File: config.mk
export PLATFORM = sky130hd
export DESIGN_NAME = tctr_top
export DESIGN_NICKNAME = d
export VERILOG_FILES = /design/src/rtl/tctr_pkg.sv /design/src/rtl/tctr_top.sv
export SDC_FILE = /design/constraint.sdc
export NUM_CORES = 1
export LEC_CHECK = 0
export BUFFER_PORTS_ARGS = -buffer_cell sky130_fd_sc_hd__buf_2
export CAP_MARGIN = 20
export CORE_UTILIZATION = 56
export CTS_CLUSTER_SIZE = 16
export DETAILED_ROUTE_END_ITERATION = 6
export HOLD_SLACK_MARGIN = 0.02
export PLACE_DENSITY_LB_ADDON = 0.05
export RECOVER_POWER = 100
export SETUP_SLACK_MARGIN = 0.15
export SLEW_MARGIN = 15
export SYNTH_ARGS = -nofsm -noshare
export SYNTH_HDL_FRONTEND = slang
export SYNTH_SLANG_ARGS = --single-unit
File: constraint.sdc
create_clock -name aclk -period 2.6 [get_ports aclk]
set_input_delay 0 -clock aclk [delete_from_list [all_inputs] [get_ports aclk]]
set_output_delay 0 -clock aclk [all_outputs]
set_load 0.1 [all_outputs]
File: src/rtl/tctr_pkg.sv
// package: register map, field layouts, reset values and bus carriers of the timer
package tctr_pkg;

    // printed offsets are register indexes; byte address is four times the index
    localparam logic [31:0] OFS_PIN_CONTROL  = 32'hFFFFFE90;
    localparam logic [31:0] OFS_RUN_SELECT   = 32'hFFFFFE92;
    localparam logic [31:0] OFS_RELOAD_0     = 32'hFFFFFE94;
    localparam logic [31:0] OFS_COUNT_0      = 32'hFFFFFE98;
    localparam logic [31:0] OFS_CONTROL_0    = 32'hFFFFFE9C;
    localparam logic [31:0] OFS_RELOAD_1     = 32'hFFFFFEA0;
    localparam logic [31:0] OFS_COUNT_1      = 32'hFFFFFEA4;
    localparam logic [31:0] OFS_CONTROL_1    = 32'hFFFFFEA8;
    localparam logic [31:0] OFS_RELOAD_2     = 32'hFFFFFEAC;
    localparam logic [31:0] OFS_COUNT_2      = 32'hFFFFFEB0;
    localparam logic [31:0] OFS_CONTROL_2    = 32'h0FFFFEB4;
    localparam logic [31:0] OFS_CAPTURE_2    = 32'hFFFFFEB8;
    localparam logic [31:0] OFS_IRQ_STATUS   = 32'hFFFFFEC0;
    localparam logic [31:0] OFS_IRQ_MASK     = 32'hFFFFFEC1;

    localparam logic [2:0][31:0] OFS_RELOAD  = {OFS_RELOAD_2, OFS_RELOAD_1, OFS_RELOAD_0};
    localparam logic [2:0][31:0] OFS_COUNT   = {OFS_COUNT_2, OFS_COUNT_1, OFS_COUNT_0};
    localparam logic [2:0][31:0] OFS_CONTROL = {OFS_CONTROL_2, OFS_CONTROL_1, OFS_CONTROL_0};

    localparam logic [7:0]  PIN_CTL_RST = 8'h00;
    localparam logic [7:0]  RUN_RST     = 8'h00;
    localparam logic [15:0] CTL_RST     = 16'h0000;
    localparam logic [31:0] RELOAD_RST  = 32'hFFFFFFFF;
    localparam logic [31:0] COUNT_RST   = 32'hFFFFFFFF;
    localparam logic [3:0]  IRQ_RST     = 4'h0;

    // clock select codes
    localparam logic [2:0] CLK_PDIV4   = 3'h0;
    localparam logic [2:0] CLK_PDIV16  = 3'h1;
    localparam logic [2:0] CLK_PDIV64  = 3'h2;
    localparam logic [2:0] CLK_PDIV256 = 3'h3;
    localparam logic [2:0] CLK_RTC     = 3'h4;
    localparam logic [2:0] CLK_EXT     = 3'h5;

    // edge select and capture control codes
    localparam logic [1:0] EDGE_RISE   = 2'h0;
    localparam logic [1:0] EDGE_FALL   = 2'h1;
    localparam logic [1:0] ICPE_OFF    = 2'h0;
    localparam logic [1:0] ICPE_RSVD   = 2'h1;
    localparam logic [1:0] ICPE_NOIRQ  = 2'h2;
    localparam logic [1:0] ICPE_IRQ    = 2'h3;

    localparam logic [1:0] RESP_OKAY   = 2'h0;
    localparam logic [1:0] RESP_SLVERR = 2'h2;
    localparam int         IRQ_CAPTURE = 3;

    typedef struct packed {
        logic [5:0] rsvd;
        logic       icpf;
        logic       unf;
        logic [1:0] icpe;
        logic       underflow_irq_enable;
        logic [1:0] edge_sel;
        logic [2:0] clk_sel;
    } tctr_ctl_t;

    typedef struct packed {
        logic        awvalid;
        logic [31:0] awaddr;
        logic        wvalid;
        logic [31:0] wdata;
        logic [3:0]  wstrb;
        logic        bready;
        logic        arvalid;
        logic [31:0] araddr;
        logic        rready;
    } tctr_axi_req_t;

    typedef struct packed {
        logic        awready;
        logic        wready;
        logic        bvalid;
        logic [1:0]  bresp;
        logic        arready;
        logic        rvalid;
        logic [31:0] rdata;
        logic [1:0]  rresp;
    } tctr_axi_rsp_t;

endpackage : tctr_pkg

File: src/rtl/tctr_top.sv
// three-channel down-counting timer with its register file on an AXI4-Lite slave
//
// Added by the designer: the AXI4-Lite slave port.
`timescale 1ns/1ps
module tctr_top
    import tctr_pkg::*;
(
    input  wire logic                   aclk,
    input  wire logic                   aresetn,
    input  wire logic                   ce,
    input  wire tctr_pkg::tctr_axi_req_t axi_req,
    output tctr_pkg::tctr_axi_rsp_t     axi_rsp,
    input  wire logic                   standby_mode,
    input  wire logic                   first_multiplier_change,
    input  wire logic                   module_stop_bit,
    input  wire logic                   rtc_output_clock,
    input  wire logic                   ext_timer_clock_pin_in,
    output logic                        ext_timer_clock_pin_out,
    output logic                        ext_timer_clock_pin_oe,
    output logic [2:0]                  underflow_interrupt,
    output logic                        capture_interrupt,
    output logic                        irq
);
    import tctr_pkg::*;

    typedef struct packed {
        logic                   pin_ctl;
        logic [2:0]             run;
        tctr_ctl_t [2:0]        ctl;
        logic [2:0][31:0]       reload;
        logic [2:0][31:0]       count;
        logic [31:0]            capture;
        logic [3:0]             irq_status;
        logic [3:0]             irq_mask;
        logic [7:0]             presc;
        logic [2:0]             pin_sync;
        logic [2:0]             rtc_sync;
        logic                   aw_got;
        logic [31:0]            awaddr;
        logic                   w_got;
        logic [31:0]            wdata;
        logic [3:0]             wstrb;
        logic                   bvalid;
        logic [1:0]             bresp;
        logic                   rvalid;
        logic [31:0]            rdata;
        logic [1:0]             rresp;
        logic [7:0]             rd_idx;
    } tctr_state_t;

    localparam tctr_state_t STATE_RST = '{
        pin_ctl:    PIN_CTL_RST[0],
        run:        RUN_RST[2:0],
        ctl:        {3{tctr_ctl_t'(CTL_RST)}},
        reload:     {3{RELOAD_RST}},
        count:      {3{COUNT_RST}},
        irq_status: IRQ_RST,
        irq_mask:   IRQ_RST,
        default:    '0
    };

    tctr_state_t r;
    tctr_state_t next_r;

    logic        ext_rise;
    logic        ext_fall;
    logic        rtc_rise;
    logic        power_event;
    logic        wr_fire;
    logic [7:0]  wr_idx;
    logic [7:0]  ar_idx;
    logic [2:0]  tick;
    logic [2:0]  sync_src;
    logic [2:0]  unf_set;
    logic        cap_evt;
    logic [31:0] wr_val;
    logic [32:0] wr_look;
    logic [32:0] rd_look;
    tctr_ctl_t   new_ctl;

    // stage 0 of each synchroniser feeds stage 1 only
    assign ext_rise    = r.pin_sync[1] & ~r.pin_sync[2];
    assign ext_fall    = ~r.pin_sync[1] & r.pin_sync[2];
    assign rtc_rise    = r.rtc_sync[1] & ~r.rtc_sync[2];
    assign power_event = standby_mode | first_multiplier_change | module_stop_bit;
    assign wr_fire     = r.aw_got & r.w_got & ~r.bvalid;
    assign wr_idx      = r.awaddr[9:2];
    assign ar_idx      = axi_req.araddr[9:2];

    function automatic logic ext_hit(input logic [1:0] sel, input logic rise,
                                     input logic fall);
        if (sel[1])
            return rise | fall;
        else if (sel == EDGE_FALL)
            return fall;
        else
            return rise;
    endfunction : ext_hit

    function automatic logic [31:0] merge(input logic [31:0] old, input logic [31:0] wd,
                                          input logic [3:0] st);
        logic [31:0] res;
        res = old;
        for (int b = 0; b < 4; b++)
        begin
            if (st[b])
                res[8*b +: 8] = wd[8*b +: 8];
        end
        return res;
    endfunction : merge

    // bit 32 is the hit flag; the word is taken from one state snapshot
    function automatic logic [32:0] rd_mux(input tctr_state_t s, input logic [7:0] idx);
        logic [32:0] res;
        res = {1'b0, 32'h0000_0000};
        if (idx == OFS_PIN_CONTROL[7:0])
            res = {1'b1, 31'h0000_0000, s.pin_ctl};
        else if (idx == OFS_RUN_SELECT[7:0])
            res = {1'b1, 29'h0000_0000, s.run};
        else if (idx == OFS_CAPTURE_2[7:0])
            res = {1'b1, s.capture};
        else if (idx == OFS_IRQ_STATUS[7:0])
            res = {1'b1, 28'h000_0000, s.irq_status};
        else if (idx == OFS_IRQ_MASK[7:0])
            res = {1'b1, 28'h000_0000, s.irq_mask};
        for (int c = 0; c < 3; c++)
        begin
            if (idx == OFS_RELOAD[c][7:0])
                res = {1'b1, s.reload[c]};
            if (idx == OFS_COUNT[c][7:0])
                res = {1'b1, s.count[c]};
            if (idx == OFS_CONTROL[c][7:0])
                res = {1'b1, 16'h0000, s.ctl[c]};
        end
        return res;
    endfunction : rd_mux

    assign wr_look = rd_mux(r, wr_idx);
    assign rd_look = rd_mux(r, ar_idx);
    assign wr_val  = merge(wr_look[31:0], r.wdata, r.wstrb);

    generate
        for (genvar g = 0; g < 3; g++)
        begin : g_tick
            logic sel_hit;
            assign sync_src[g] = (r.ctl[g].clk_sel != CLK_RTC);
            assign tick[g]     = sel_hit;
            always_comb
            begin
                unique case (r.ctl[g].clk_sel)
                    CLK_PDIV4:   sel_hit = &r.presc[1:0];
                    CLK_PDIV16:  sel_hit = &r.presc[3:0];
                    CLK_PDIV64:  sel_hit = &r.presc[5:0];
                    CLK_PDIV256: sel_hit = &r.presc[7:0];
                    CLK_RTC:     sel_hit = rtc_rise;
                    CLK_EXT:     sel_hit = ~r.pin_ctl & ext_hit(r.ctl[g].edge_sel,
                                                                ext_rise, ext_fall);
                    default:     sel_hit = 1'b0;
                endcase
            end
        end
    endgenerate

    assign cap_evt = r.ctl[2].icpe[1] & ~r.pin_ctl
                   & ext_hit(r.ctl[2].edge_sel, ext_rise, ext_fall);

    always_comb
    begin
        next_r  = r;
        unf_set = 3'b000;
        new_ctl = tctr_ctl_t'(CTL_RST);

        next_r.pin_sync = {r.pin_sync[1:0], ext_timer_clock_pin_in};
        next_r.rtc_sync = {r.rtc_sync[1:0], rtc_output_clock};
        next_r.presc    = r.presc + 8'h01;

        // bus handshakes
        if (axi_req.awvalid && axi_rsp.awready)
        begin
            next_r.aw_got = 1'b1;
            next_r.awaddr = axi_req.awaddr;
        end
        if (axi_req.wvalid && axi_rsp.wready)
        begin
            next_r.w_got = 1'b1;
            next_r.wdata = axi_req.wdata;
            next_r.wstrb = axi_req.wstrb;
        end
        if (r.bvalid && axi_req.bready)
            next_r.bvalid = 1'b0;
        if (r.rvalid && axi_req.rready)
            next_r.rvalid = 1'b0;
        if (axi_req.arvalid && axi_rsp.arready)
        begin
            next_r.rvalid = 1'b1;
            next_r.rdata  = rd_look[31:0];
            next_r.rresp  = rd_look[32] ? RESP_OKAY : RESP_SLVERR;
            next_r.rd_idx = ar_idx;
        end

        // counting
        for (int c = 0; c < 3; c++)
        begin
            if (r.run[c] && tick[c] && !(power_event && sync_src[c]))
            begin
                if (r.count[c] == 32'h0000_0000)
                begin
                    next_r.count[c] = r.reload[c];
                    unf_set[c]      = 1'b1;
                end
                else
                    next_r.count[c] = r.count[c] - 32'h0000_0001;
            end
        end
        if (cap_evt)
            next_r.capture = r.count[2];

        // software write
        if (wr_fire)
        begin
            next_r.aw_got = 1'b0;
            next_r.w_got  = 1'b0;
            next_r.bvalid = 1'b1;
            next_r.bresp  = wr_look[32] ? RESP_OKAY : RESP_SLVERR;
            if (wr_idx == OFS_PIN_CONTROL[7:0])
                next_r.pin_ctl = wr_val[0];
            if (wr_idx == OFS_RUN_SELECT[7:0])
                next_r.run = wr_val[2:0];
            if (wr_idx == OFS_CAPTURE_2[7:0])
                next_r.capture = wr_val;
            if (wr_idx == OFS_IRQ_STATUS[7:0])
                next_r.irq_status = r.irq_status & ~wr_val[3:0];
            if (wr_idx == OFS_IRQ_MASK[7:0])
                next_r.irq_mask = wr_val[3:0];
            for (int c = 0; c < 3; c++)
            begin
                if (wr_idx == OFS_RELOAD[c][7:0])
                    next_r.reload[c] = wr_val;
                if (wr_idx == OFS_COUNT[c][7:0])
                    next_r.count[c] = wr_val;
                if (wr_idx == OFS_CONTROL[c][7:0] && !(power_event && sync_src[c]))
                begin
                    new_ctl      = tctr_ctl_t'(wr_val[15:0]);
                    new_ctl.rsvd = 6'h00;
                    new_ctl.unf  = r.ctl[c].unf & new_ctl.unf;
                    new_ctl.icpf = r.ctl[c].icpf & new_ctl.icpf;
                    if (c != 2)
                    begin
                        new_ctl.icpf = 1'b0;
                        new_ctl.icpe = ICPE_OFF;
                    end
                    else if (new_ctl.icpe == ICPE_RSVD)
                        new_ctl.icpe = r.ctl[c].icpe;
                    next_r.ctl[c] = new_ctl;
                end
            end
        end

        // power events stop channels that run from the pin or peripheral clock
        for (int c = 0; c < 3; c++)
        begin
            if (power_event && sync_src[c])
                next_r.run[c] = 1'b0;
        end

        // flags: a set in the same cycle as a clear wins
        for (int c = 0; c < 3; c++)
        begin
            next_r.ctl[c].unf = next_r.ctl[c].unf | unf_set[c];
        end
        next_r.ctl[2].icpf = next_r.ctl[2].icpf | cap_evt;
        next_r.irq_status  = next_r.irq_status | {cap_evt, unf_set};
    end

    always_ff @(posedge aclk)
    begin
        if (!aresetn)
            r <= STATE_RST;
        else if (ce)
            r <= next_r;
    end

    always_comb
    begin
        axi_rsp.awready = ce & ~r.aw_got & ~r.bvalid;
        axi_rsp.wready  = ce & ~r.w_got & ~r.bvalid;
        axi_rsp.bvalid  = r.bvalid;
        axi_rsp.bresp   = r.bresp;
        axi_rsp.arready = ce & ~r.rvalid;
        axi_rsp.rvalid  = r.rvalid;
        axi_rsp.rdata   = r.rdata;
        axi_rsp.rresp   = r.rresp;
    end

    assign ext_timer_clock_pin_oe  = r.pin_ctl;
    assign ext_timer_clock_pin_out = r.pin_ctl & r.rtc_sync[1];

    generate
        for (genvar g = 0; g < 3; g++)
        begin : g_irq
            assign underflow_interrupt[g] = r.ctl[g].unf & r.ctl[g].underflow_irq_enable;
        end
    endgenerate

    assign capture_interrupt = r.ctl[2].icpf & (r.ctl[2].icpe == ICPE_IRQ);
    assign irq               = |(r.irq_status & r.irq_mask);
endmodule : tctr_top

==> metrics, run 1 <==
area fraction in compound gates after synthesis 35.6%; Post-synth EDFFs 0; Synth cell types 90; FF+latch count, synth 356; grt ovf 1; GRT Total Usage 68.4%; Worst EP Category register input; CTS Sinks 356; IO buf count 110; H-tree depth 2; chip width 201 um; Synth Area in Adders 0.450%; Die Y 201 um; Synth Cell Area 22300 um^2; Post-synth top flop dfxtp_1; DP HPWL 83500 um; # rows 72; CTS Buf Count 40; routability cong. 1.11; Syn Inst Count 3024; starting density of the core 57.2%; XOR/XNOR Fraction of Synth Area 0.354%; top cells by area, synth dfxtp_1, nand2_1, a21oi_1; Yosys top cell area share 32.0%; async set-reset flop share out of synthesis 0%; combinational family with the most area after synthesis compound AO/OA/AOI/OAI gates; post-synthesis mux area share 2.38%; Longest Clk Path Bufs 3; Stopped at global routing; synthesis warning total 0; largest net degree at the start of global routing 133; Err [ERROR GRT-0232] Routing congestion too high. Check the congestion heatmap in the GUI.; Yosys top cell by area dfxtp_1; outcome aborted with a tool error; post-synthesis sequential area ratio 32.0%; Setup WS pre-CTS -0.316 ns; placed cell count 3818; Syn Area/Cell 7.36 um^2; Worst EP post-GRT repair r[222]$_SDFFE_PN1P_/D; Clock Root Buffer clkbuf_16; simple-gate share of the synthesized area 21.8%; Post-Place Cell Area 26400 um^2; Top-Level Pins 161
-- kinds of logic after synthesis --
| logic type | count (synthesis) |
|---|---|
| other | 1 |
| AND/OR/NAND/NOR | 1023 |
| adder cells (fa/ha/maj) | 8 |
| XOR/XNOR | 9 |
| multiplexers | 52 |
| flip-flops | 356 |
| AO/OA/AOI/OAI | 1194 |
| buffers and inverters | 381 |
-- timing repair --
action,CTS
hold buffers,70
cloned,9
endpoints found under the hold margin,87
setup endpoints to repair,231
buffers inserted,90
pin swaps,158
gates resized for setup,367
-- cells in the mapped netlist, types with 8 or more instances --
cell type and count:
nand2_1 379, dfxtp_1 356, a21oi_1 279, o21ai_0 275
clkbuf_1 233, nor2_1 224, o211ai_1 141, nand3_1 121
a221oi_1 72, nor3_1 57, a22oi_1 51, mux2i_1 45
o22ai_1 44, a211oi_1 43, buf_4 41, inv_1 40
buf_2 34, nor4_1 34, or3_1 33, and2_1 30
o2111ai_1 29, buf_1 26, nand4_1 26, o221ai_1 24
a31oi_1 20, o21a_1 18, a211o_1 16, and3_1 16
o31ai_1 15, a221o_1 14, a222oi_1 13, o22a_1 13
o2bb2ai_1 13, a21o_1 12, a2bb2oi_1 12, nor2b_1 12
or2_2 12, a22o_1 11, nand3b_1 11, a32oi_1 10
nand2b_1 10, or4_1 9, ha_1 8
-- metrics by stage --
step	util (%)	hold slack (ns)	setup TNS [ns]
global placement	67.9	0.239	-8.99
detailed placement	67.9	0.246	-11.41
CTS	79.4	0.0209	-1.36
floorplan	-	0.129	-0.0613
-- routing by layer --
metal  GRT overflow  GRT usage, %
met1              0          73.0
met2              1          90.5
met3              0          39.0
met4              0          69.5
met5              0          12.3
==> inputs of run 2 (changes only) <==
CORE_UTILIZATION = 40   (was 56)
CTS_CLUSTER_SIZE = default   (was 16)
HOLD_SLACK_MARGIN = default   (was 0.02)
PLACE_DENSITY_LB_ADDON = 0.15   (was 0.05)
SETUP_SLACK_MARGIN = default   (was 0.15)
clock period = 3.38 ns   (was 2.6 ns; I/O delays follow)
==> metrics, run 2 <==
outcome complete, but fails checks (was aborted with a tool error); failing checks capacitance limit; Post-synth EDFFs 0 (unchanged); remaining antenna violation count after routing 0; fin. max-slew vios 0; filler cell count 5585; max incr delay on CP 0.57 ns; Crit Path Class register to register; clock latency on the worst-skew pair 0.61 ns; area grow syn2layout 19.3%; Max-Cap Viols 1; Synth cell types 90 (unchanged); Top-Level Pins 161 (unchanged); WL/cell 30.4 um; Syn Inst Count 3024 (unchanged); Worst-Margin Slew 1.50 ns; Clock Root Buffer clkbuf_16 (unchanged); Critical Path RT 3.89 ns; crit path buf inv count 3; most frequent cells in the layout nand2_1, dfxtp_1, a21oi_1, o21ai_0, nor2_1; first-pass GRT wire length 173000 um; Worst path slowest cell dfxtp_1; grt ovf 0; Syn Area/Cell 7.36 um^2 (unchanged); CTS tree yes; first-pass detailed-route iteration total 6; Routed WL 121000 um; crit-path leading delay family simple AND/OR/NAND/NOR gates; die area 56600 um^2; Max Freq 300 MHz; Synth Cell Area 22300 um^2 (unchanged); Die Y 238 um (was 201 um); DP HPWL 88400 um (was 83500 um); crit-path max FO 11; critical-path cell list nand4b_1 -> nor3_1 -> clkbuf_1 -> a221oi_1 -> o211ai_1 -> a221oi_1 -> buf_4 -> buf_4 -> or3_1 -> a21oi_1; Post-synth top flop dfxtp_1 (unchanged); core footprint 55100 um^2; clock-pin slew on the worst setup and hold paths 0.07 ns; max FFs per register 315; top cells by area, synth dfxtp_1, nand2_1, a21oi_1 (unchanged); fin crit period 3.33 ns; IO buf count 110 (unchanged); leakage power 9.78 nW; DRC Markers 0; async set-reset flop share out of synthesis 0% (unchanged); Vias/cell 6.75; Largest Register r; RSZ-0062 raised after global routing false; Yosys top cell area share 32.0% (unchanged); CTS resizes 0 (was 367); largest net degree at the start of global routing 77; routed vias 26.7k; CTS Buf Count 44 (was 40); ratio of cells with drive above 1 in the final layout 13.1%; hold_ws 0.0293 ns; starting density of the core 40.4% (was 57.2%); setup_tns 0 ns; crit path launch type register; synthesis warning total 0 (unchanged); H-tree depth 2 (unchanged); # rows 86 (was 72); period utilization 98.5%; most common cell in the netlist nand2_1 (unchanged); Initial DRC Count 3278; GRT Total Usage 41.7%; Yosys top cell by area dfxtp_1 (unchanged); # setup viols final 0; Setup WS pre-CTS 0.194 ns (was -0.316 ns); maximum vdd ir drop 0.355 mV; Multi-input gate area 13500 um^2; clk_skew 0.0297 ns; routability cong. 1.03 (was 1.11); Longest Clk Path Bufs 3 (unchanged); vias in the first global route 24.8k; chip width 238 um (was 201 um); fin area 26600 um^2; Slew HR 0.139%; Final Hold Viols 0; commonest cells in the synthesized netlist nand2_1, dfxtp_1, a21oi_1 (unchanged); PwrDens 406 nW/um^2; Reg area 7130 um^2; initial antenna violation count 1; post-synthesis sequential area ratio 32.0% (unchanged); Worst EP arrival 3.84 ns; CP endpoint kind register; CTS Sinks 356 (unchanged); commonest non-fill, non-tap cell in the layout nand2_1; Post-Place Cell Area 24600 um^2 (was 26400 um^2); Final WS setup 0.0510 ns; nets@finish 3303; HP Class input port to register; FF+latch count, synth 356 (unchanged)
[run 2: cell counts after synthesis]
No cell type changed its count.
[run 2: kinds of logic after synthesis]
group / Yosys count / synth area share (%)
adder cells (fa/ha/maj): 8 / 0.450
other: 1 / 0.0168
XOR/XNOR: 9 / 0.354
AO/OA/AOI/OAI: 1194 / 35.6
buffers and inverters: 381 / 7.41
multiplexers: 52 / 2.38
AND/OR/NAND/NOR: 1023 / 21.8
flip-flops: 356 / 32.0
[run 2: path summary, 6_finish.rpt]
path	cells after the start	endpoint	slack (ns)	startpoint
max	10	r[410]	0.05	r[89]
min	5	axi_rsp[9]	0.03	axi_req[33]
max reg2reg	10	r[410]	0.05	r[89]
min reg2reg	2	r[67]	0.45	r[67]
[run 2: final cells by class]
cell class                      instances  area share (%)
Timing Repair Buffer                  449            12.2
Clock inverter                         16           0.824
Clock buffer                           63            5.03
Multi-Input combinational cell       2288            51.0
Sequential cell                       356            26.8
Inverter                               43           0.617
Antenna cell                            1         0.00942
Tap cell                              748            3.52
[run 2: where the power goes]
part / leakage, nW / internal [mW] / total, mW / switching (mW)
registers: 2.89 / 4.28 / 4.39 / 0.111
clock network: 0.772 / 3.12 / 5.18 / 2.06
logic: 6.11 / 0.344 / 1.20 / 0.853
[run 2: worst register-to-register path, stage by stage, from the launching register on]
cell and delay [ns]:
dfxtp_1 0.57, nand4b_1 0.41, nor3_1 0.36, clkbuf_1 0.22
a221oi_1 0.11, o211ai_1 0.47, a221oi_1 0.18, buf_4 0.23
buf_4 0.17, or3_1 0.37, a21oi_1 0.14
[run 2: routing by layer]
layer | wire length [um] | GRT usage [%]
met3 | 10300 | 7.32
met1 | 46200 | 51.2
met2 | 53400 | 65.2
met5 | 12 | 0
met4 | 10700 | 31.4
[run 2: what timing repair did]
action,CTS,global route
endpoints found under the hold margin,75,0
setup buffers,0,0
hold buffers,66,0
endpoints found under the setup margin,0,0
[run 2: through the flow]
step | total power [mW] | utilization (%) | instances
floorplan | 5.16 | - | 3025
global placement | 5.58 | 44.7 | 3818
detailed placement | 5.60 | 44.7 | 3818
CTS | 10.8 | 48.7 | 3963
global route | 11.0 | 48.2 | 3963
finish | 10.8 | 48.2 | 3964
No activity file was read; power rests on OpenSTA's default activity.
==> inputs of run 3 (changes only) <==
ABC_AREA = 1   (was default)
==> metrics, run 3 <==
# rows 88 (was 86); Worst Reg-to-Reg Cells 14 (was 10); flop2flop setup slack 0.21 ns (was 0.05 ns); Crit Path Class input port to register (was register to register); fin util 45.0% (was 48.2%); CP endpoint kind register (unchanged); Syn Area/Cell 6.30 um^2 (was 7.36 um^2); routed vias 25.5k (was 26.7k); HP Class input port to register (unchanged); remaining antenna violation count after routing 0 (unchanged); Post-synth top flop dfxtp_1 (unchanged); die area 59200 um^2 (was 56600 um^2); clock latency on the worst-skew pair 0.61 ns (about the same); crit-path leading delay family buffers and inverters (was simple AND/OR/NAND/NOR gates); most frequent cells in the layout nand2_1, a21oi_1, o21ai_0, dfxtp_1, inv_1 (was nand2_1, dfxtp_1, a21oi_1, o21ai_0, nor2_1); WL/cell 21.1 um (was 30.4 um); Worst-Margin Slew 2.39 ns (was 1.50 ns); chip width 243 um (was 238 um); Yosys top cell area share 30.6% (was 32.0%); Longest Clk Path Bufs 3 (unchanged); CP startpoint standby_mode (was r[89]); post-synthesis sequential area ratio 30.6% (was 32.0%); commonest non-fill, non-tap cell in the layout nand2_1 (unchanged); most used cell, CP nand2_1; Critical Path Sink r[225] (was r[410]); async set-reset flop share out of synthesis 0% (unchanged); synthesis warning total 0 (unchanged); max FFs per register 315 (unchanged); Multi-input gate area 13500 um^2 (about the same); Worst EP arrival 3.72 ns (was 3.84 ns); Post-synth EDFFs 0 (unchanged); filler cell count 6135 (was 5585); top cells by area, synth dfxtp_1, a21oi_1, nand2_1 (was dfxtp_1, nand2_1, a21oi_1); Worst path slowest cell dlygate4sd3_1 (was dfxtp_1); maximum vdd ir drop 0.355 mV (about the same); nets@finish 3817 (was 3303); n_diodes 0 (was 1); DP HPWL 68800 um (was 88400 um); Initial DRC Count 3228 (was 3278); Slew HR -59.1% (was 0.139%); CTS Sinks 356 (unchanged); Syn Inst Count 3697 (was 3024); first-pass detailed-route iteration total 5 (was 6); FF+latch count, synth 356 (unchanged); area grow syn2layout 11.1% (was 19.3%); failing checks capacitance limit, slew limit (was capacitance limit); DRC Markers 0 (unchanged); period utilization 94.6% (was 98.5%); Max Freq 313 MHz (was 300 MHz); crit path buf inv count 6 (was 3); first-pass GRT wire length 142000 um (was 173000 um); Die Y 243 um (was 238 um); IO buf count 110 (unchanged); setup_tns 0 ns (unchanged); Final Hold Viols 0 (unchanged); Worst path depth 16 (was 10); PwrDens 407 nW/um^2 (was 406 nW/um^2); R2R Path End r[316] (was r[410]); critical-path cell list dlygate4sd3_1 -> buf_2 -> nor2_1 -> dlygate4sd3_1 -> nand2_1 -> dlygate4sd3_1 -> nand2_1 -> nand2_1 -> a21oi_1 -> nand3_2 -> inv_1 -> buf_4 -> o211ai_1 -> a21oi_1 -> o21ai_0 -> nand2_1 (was nand4b_1 -> nor3_1 -> clkbuf_1 -> a221oi_1 -> o211ai_1 -> a221oi_1 -> buf_4 -> buf_4 -> or3_1 -> a21oi_1); Top-Level Pins 161 (unchanged); grt ovf 0 (unchanged); CTS resizes 0 (unchanged); Largest Register r (unchanged); clock-pin slew on the worst setup and hold paths 0.06 ns (was 0.07 ns); Synth cell types 56 (was 90); vias in the first global route 22.4k (was 24.8k); routability cong. 1.01 (was 1.03); Max-Cap Viols 2 (was 1); # setup viols final 0 (unchanged); CTS Buf Count 43 (was 44); crit path launch type input port (was register); Reg area 7130 um^2 (about the same); leakage power 10.9 nW (was 9.78 nW); fin. max-slew vios 227 (was 0); starting density of the core 40.5% (was 40.4%); GRT Total Usage 31.2% (was 41.7%); H-tree depth 2 (unchanged); Critical Path RT 3.91 ns (was 3.89 ns); fin crit period 3.20 ns (was 3.33 ns); hold wc startpoint aresetn (was axi_req[33]); largest net degree at the start of global routing 183 (was 77); core footprint 57600 um^2 (was 55100 um^2); clk_skew 0.0289 ns (was 0.0297 ns); outcome complete, but fails checks (unchanged); RSZ-0062 raised after global routing false (unchanged); max incr delay on CP 0.62 ns (was 0.57 ns); commonest cells in the synthesized netlist nand2_1, a21oi_1, o21ai_0 (was nand2_1, dfxtp_1, a21oi_1); Routed WL 94800 um (was 121000 um); Vias/cell 5.67 (was 6.75); ratio of cells with drive above 1 in the final layout 7.93% (was 13.1%); most common cell in the netlist nand2_1 (unchanged); reg-to-reg startpoint r[90] (was r[89]); initial antenna violation count 0 (was 1); CTS tree yes (unchanged); Clock Root Buffer clkbuf_16 (unchanged); Synth Cell Area 23300 um^2 (was 22300 um^2); Yosys top cell by area dfxtp_1 (unchanged); crit-path max FO 15 (was 11)
-- run 3: cell count changes in the layout (fill, tap and decap cells not counted), sizes merged, moves of 38 or more --
cell / change
buf: -176
mux2i: -45
a22oi: -47
a211oi: -38
a21oi: +301
nor2: +92
nand3: +43
o211ai: -68
nand2: +388
a221oi: -72
o21ai: +269
inv: +301
xor2: +50
-- run 3: layer usage --
layer  part of all wire [%]  vias to the layer above  global-route usage [%]
li1                       -                    12400                       -
met1                     47                    11700                    47.3
met2                     41                     1285                    44.5
met3                     11                       93                    6.40
met4                    1.8                        0                    6.71
met5                      0                        -                       0
-- run 3: timing repair --
action / 4_1_cts / 5_1_grt
hold buffers: 55 / 0
setup buffers: 0 / 0
hold endpoints to repair: 53 / 0
-- run 3: area by class of cell --
type / instances / share of cell area (%)
clock buffers: 60 / 4.79
clock inverters: 20 / 0.913
inverters: 345 / 5.04
multi-input cells: 2718 / 52.1
flip-flops and latches: 356 / 27.5
well taps: 765 / 3.70
repair buffers: 232 / 5.95
-- run 3: cells by family after synthesis --
group | share of synthesized area, %
XOR/XNOR | 2.71
adder cells (fa/ha/maj) | 0.429
AO/OA/AOI/OAI | 29.9
flip-flops | 30.6
buffers and inverters | 11.4
AND/OR/NAND/NOR | 25.0
other | 0.0161
-- run 3: power by group --
part           leakage, nW  internal [mW]  total (mW)  switching (mW)
sequential            2.91           4.32        4.50           0.180
clock                0.738           2.89        4.95            2.06
combinational         7.22          0.338        1.09           0.750
total                 10.9           7.55        10.5            2.99
-- run 3: worst min path at each step --
stage | to | slack, ns | cells after the start
5_1_grt | r[140] | 0.07 | 3
3_3_place_gp | next_r[120] | 0.23 | 3
2_1_floorplan | next_r[117] | 0.13 | 2
4_1_cts | r[140] | 0.02 | 3
3_5_place_dp | next_r[117] | 0.24 | 3
6_report | r[140] | 0.02 | 3
-- run 3: worst register-to-register path, cell delays in order (launching register included) --
cell and delay [ns]:
dfxtp_1 0.44, inv_2 0.08, nand2_1 0.11, nor2_4 0.08, nand2_2 0.49, clkbuf_1 0.37, o221ai_1 0.18, o21ai_0 0.11
nand2_1 0.10, o21ai_0 0.12, nand3_1 0.21, nand2_1 0.13, nand2_1 0.26, inv_1 0.28, o21ai_1 0.08
-- run 3: per-stage QoR --
stage                     power (mW)  instance area [um^2]  cells  hold WS [ns]  worst slack [ns]
after global routing            10.9                 25900   4496        0.0735            0.0677
after floorplan                 5.28                 23300   3698         0.135             0.636
after CTS                       10.6                 26100   4496        0.0216             0.367
final                           10.5                 25900   4496        0.0211             0.184
after detailed placement        5.62                 24100   4361         0.240             0.690
after global placement          5.61                 24100   4361         0.225             0.723
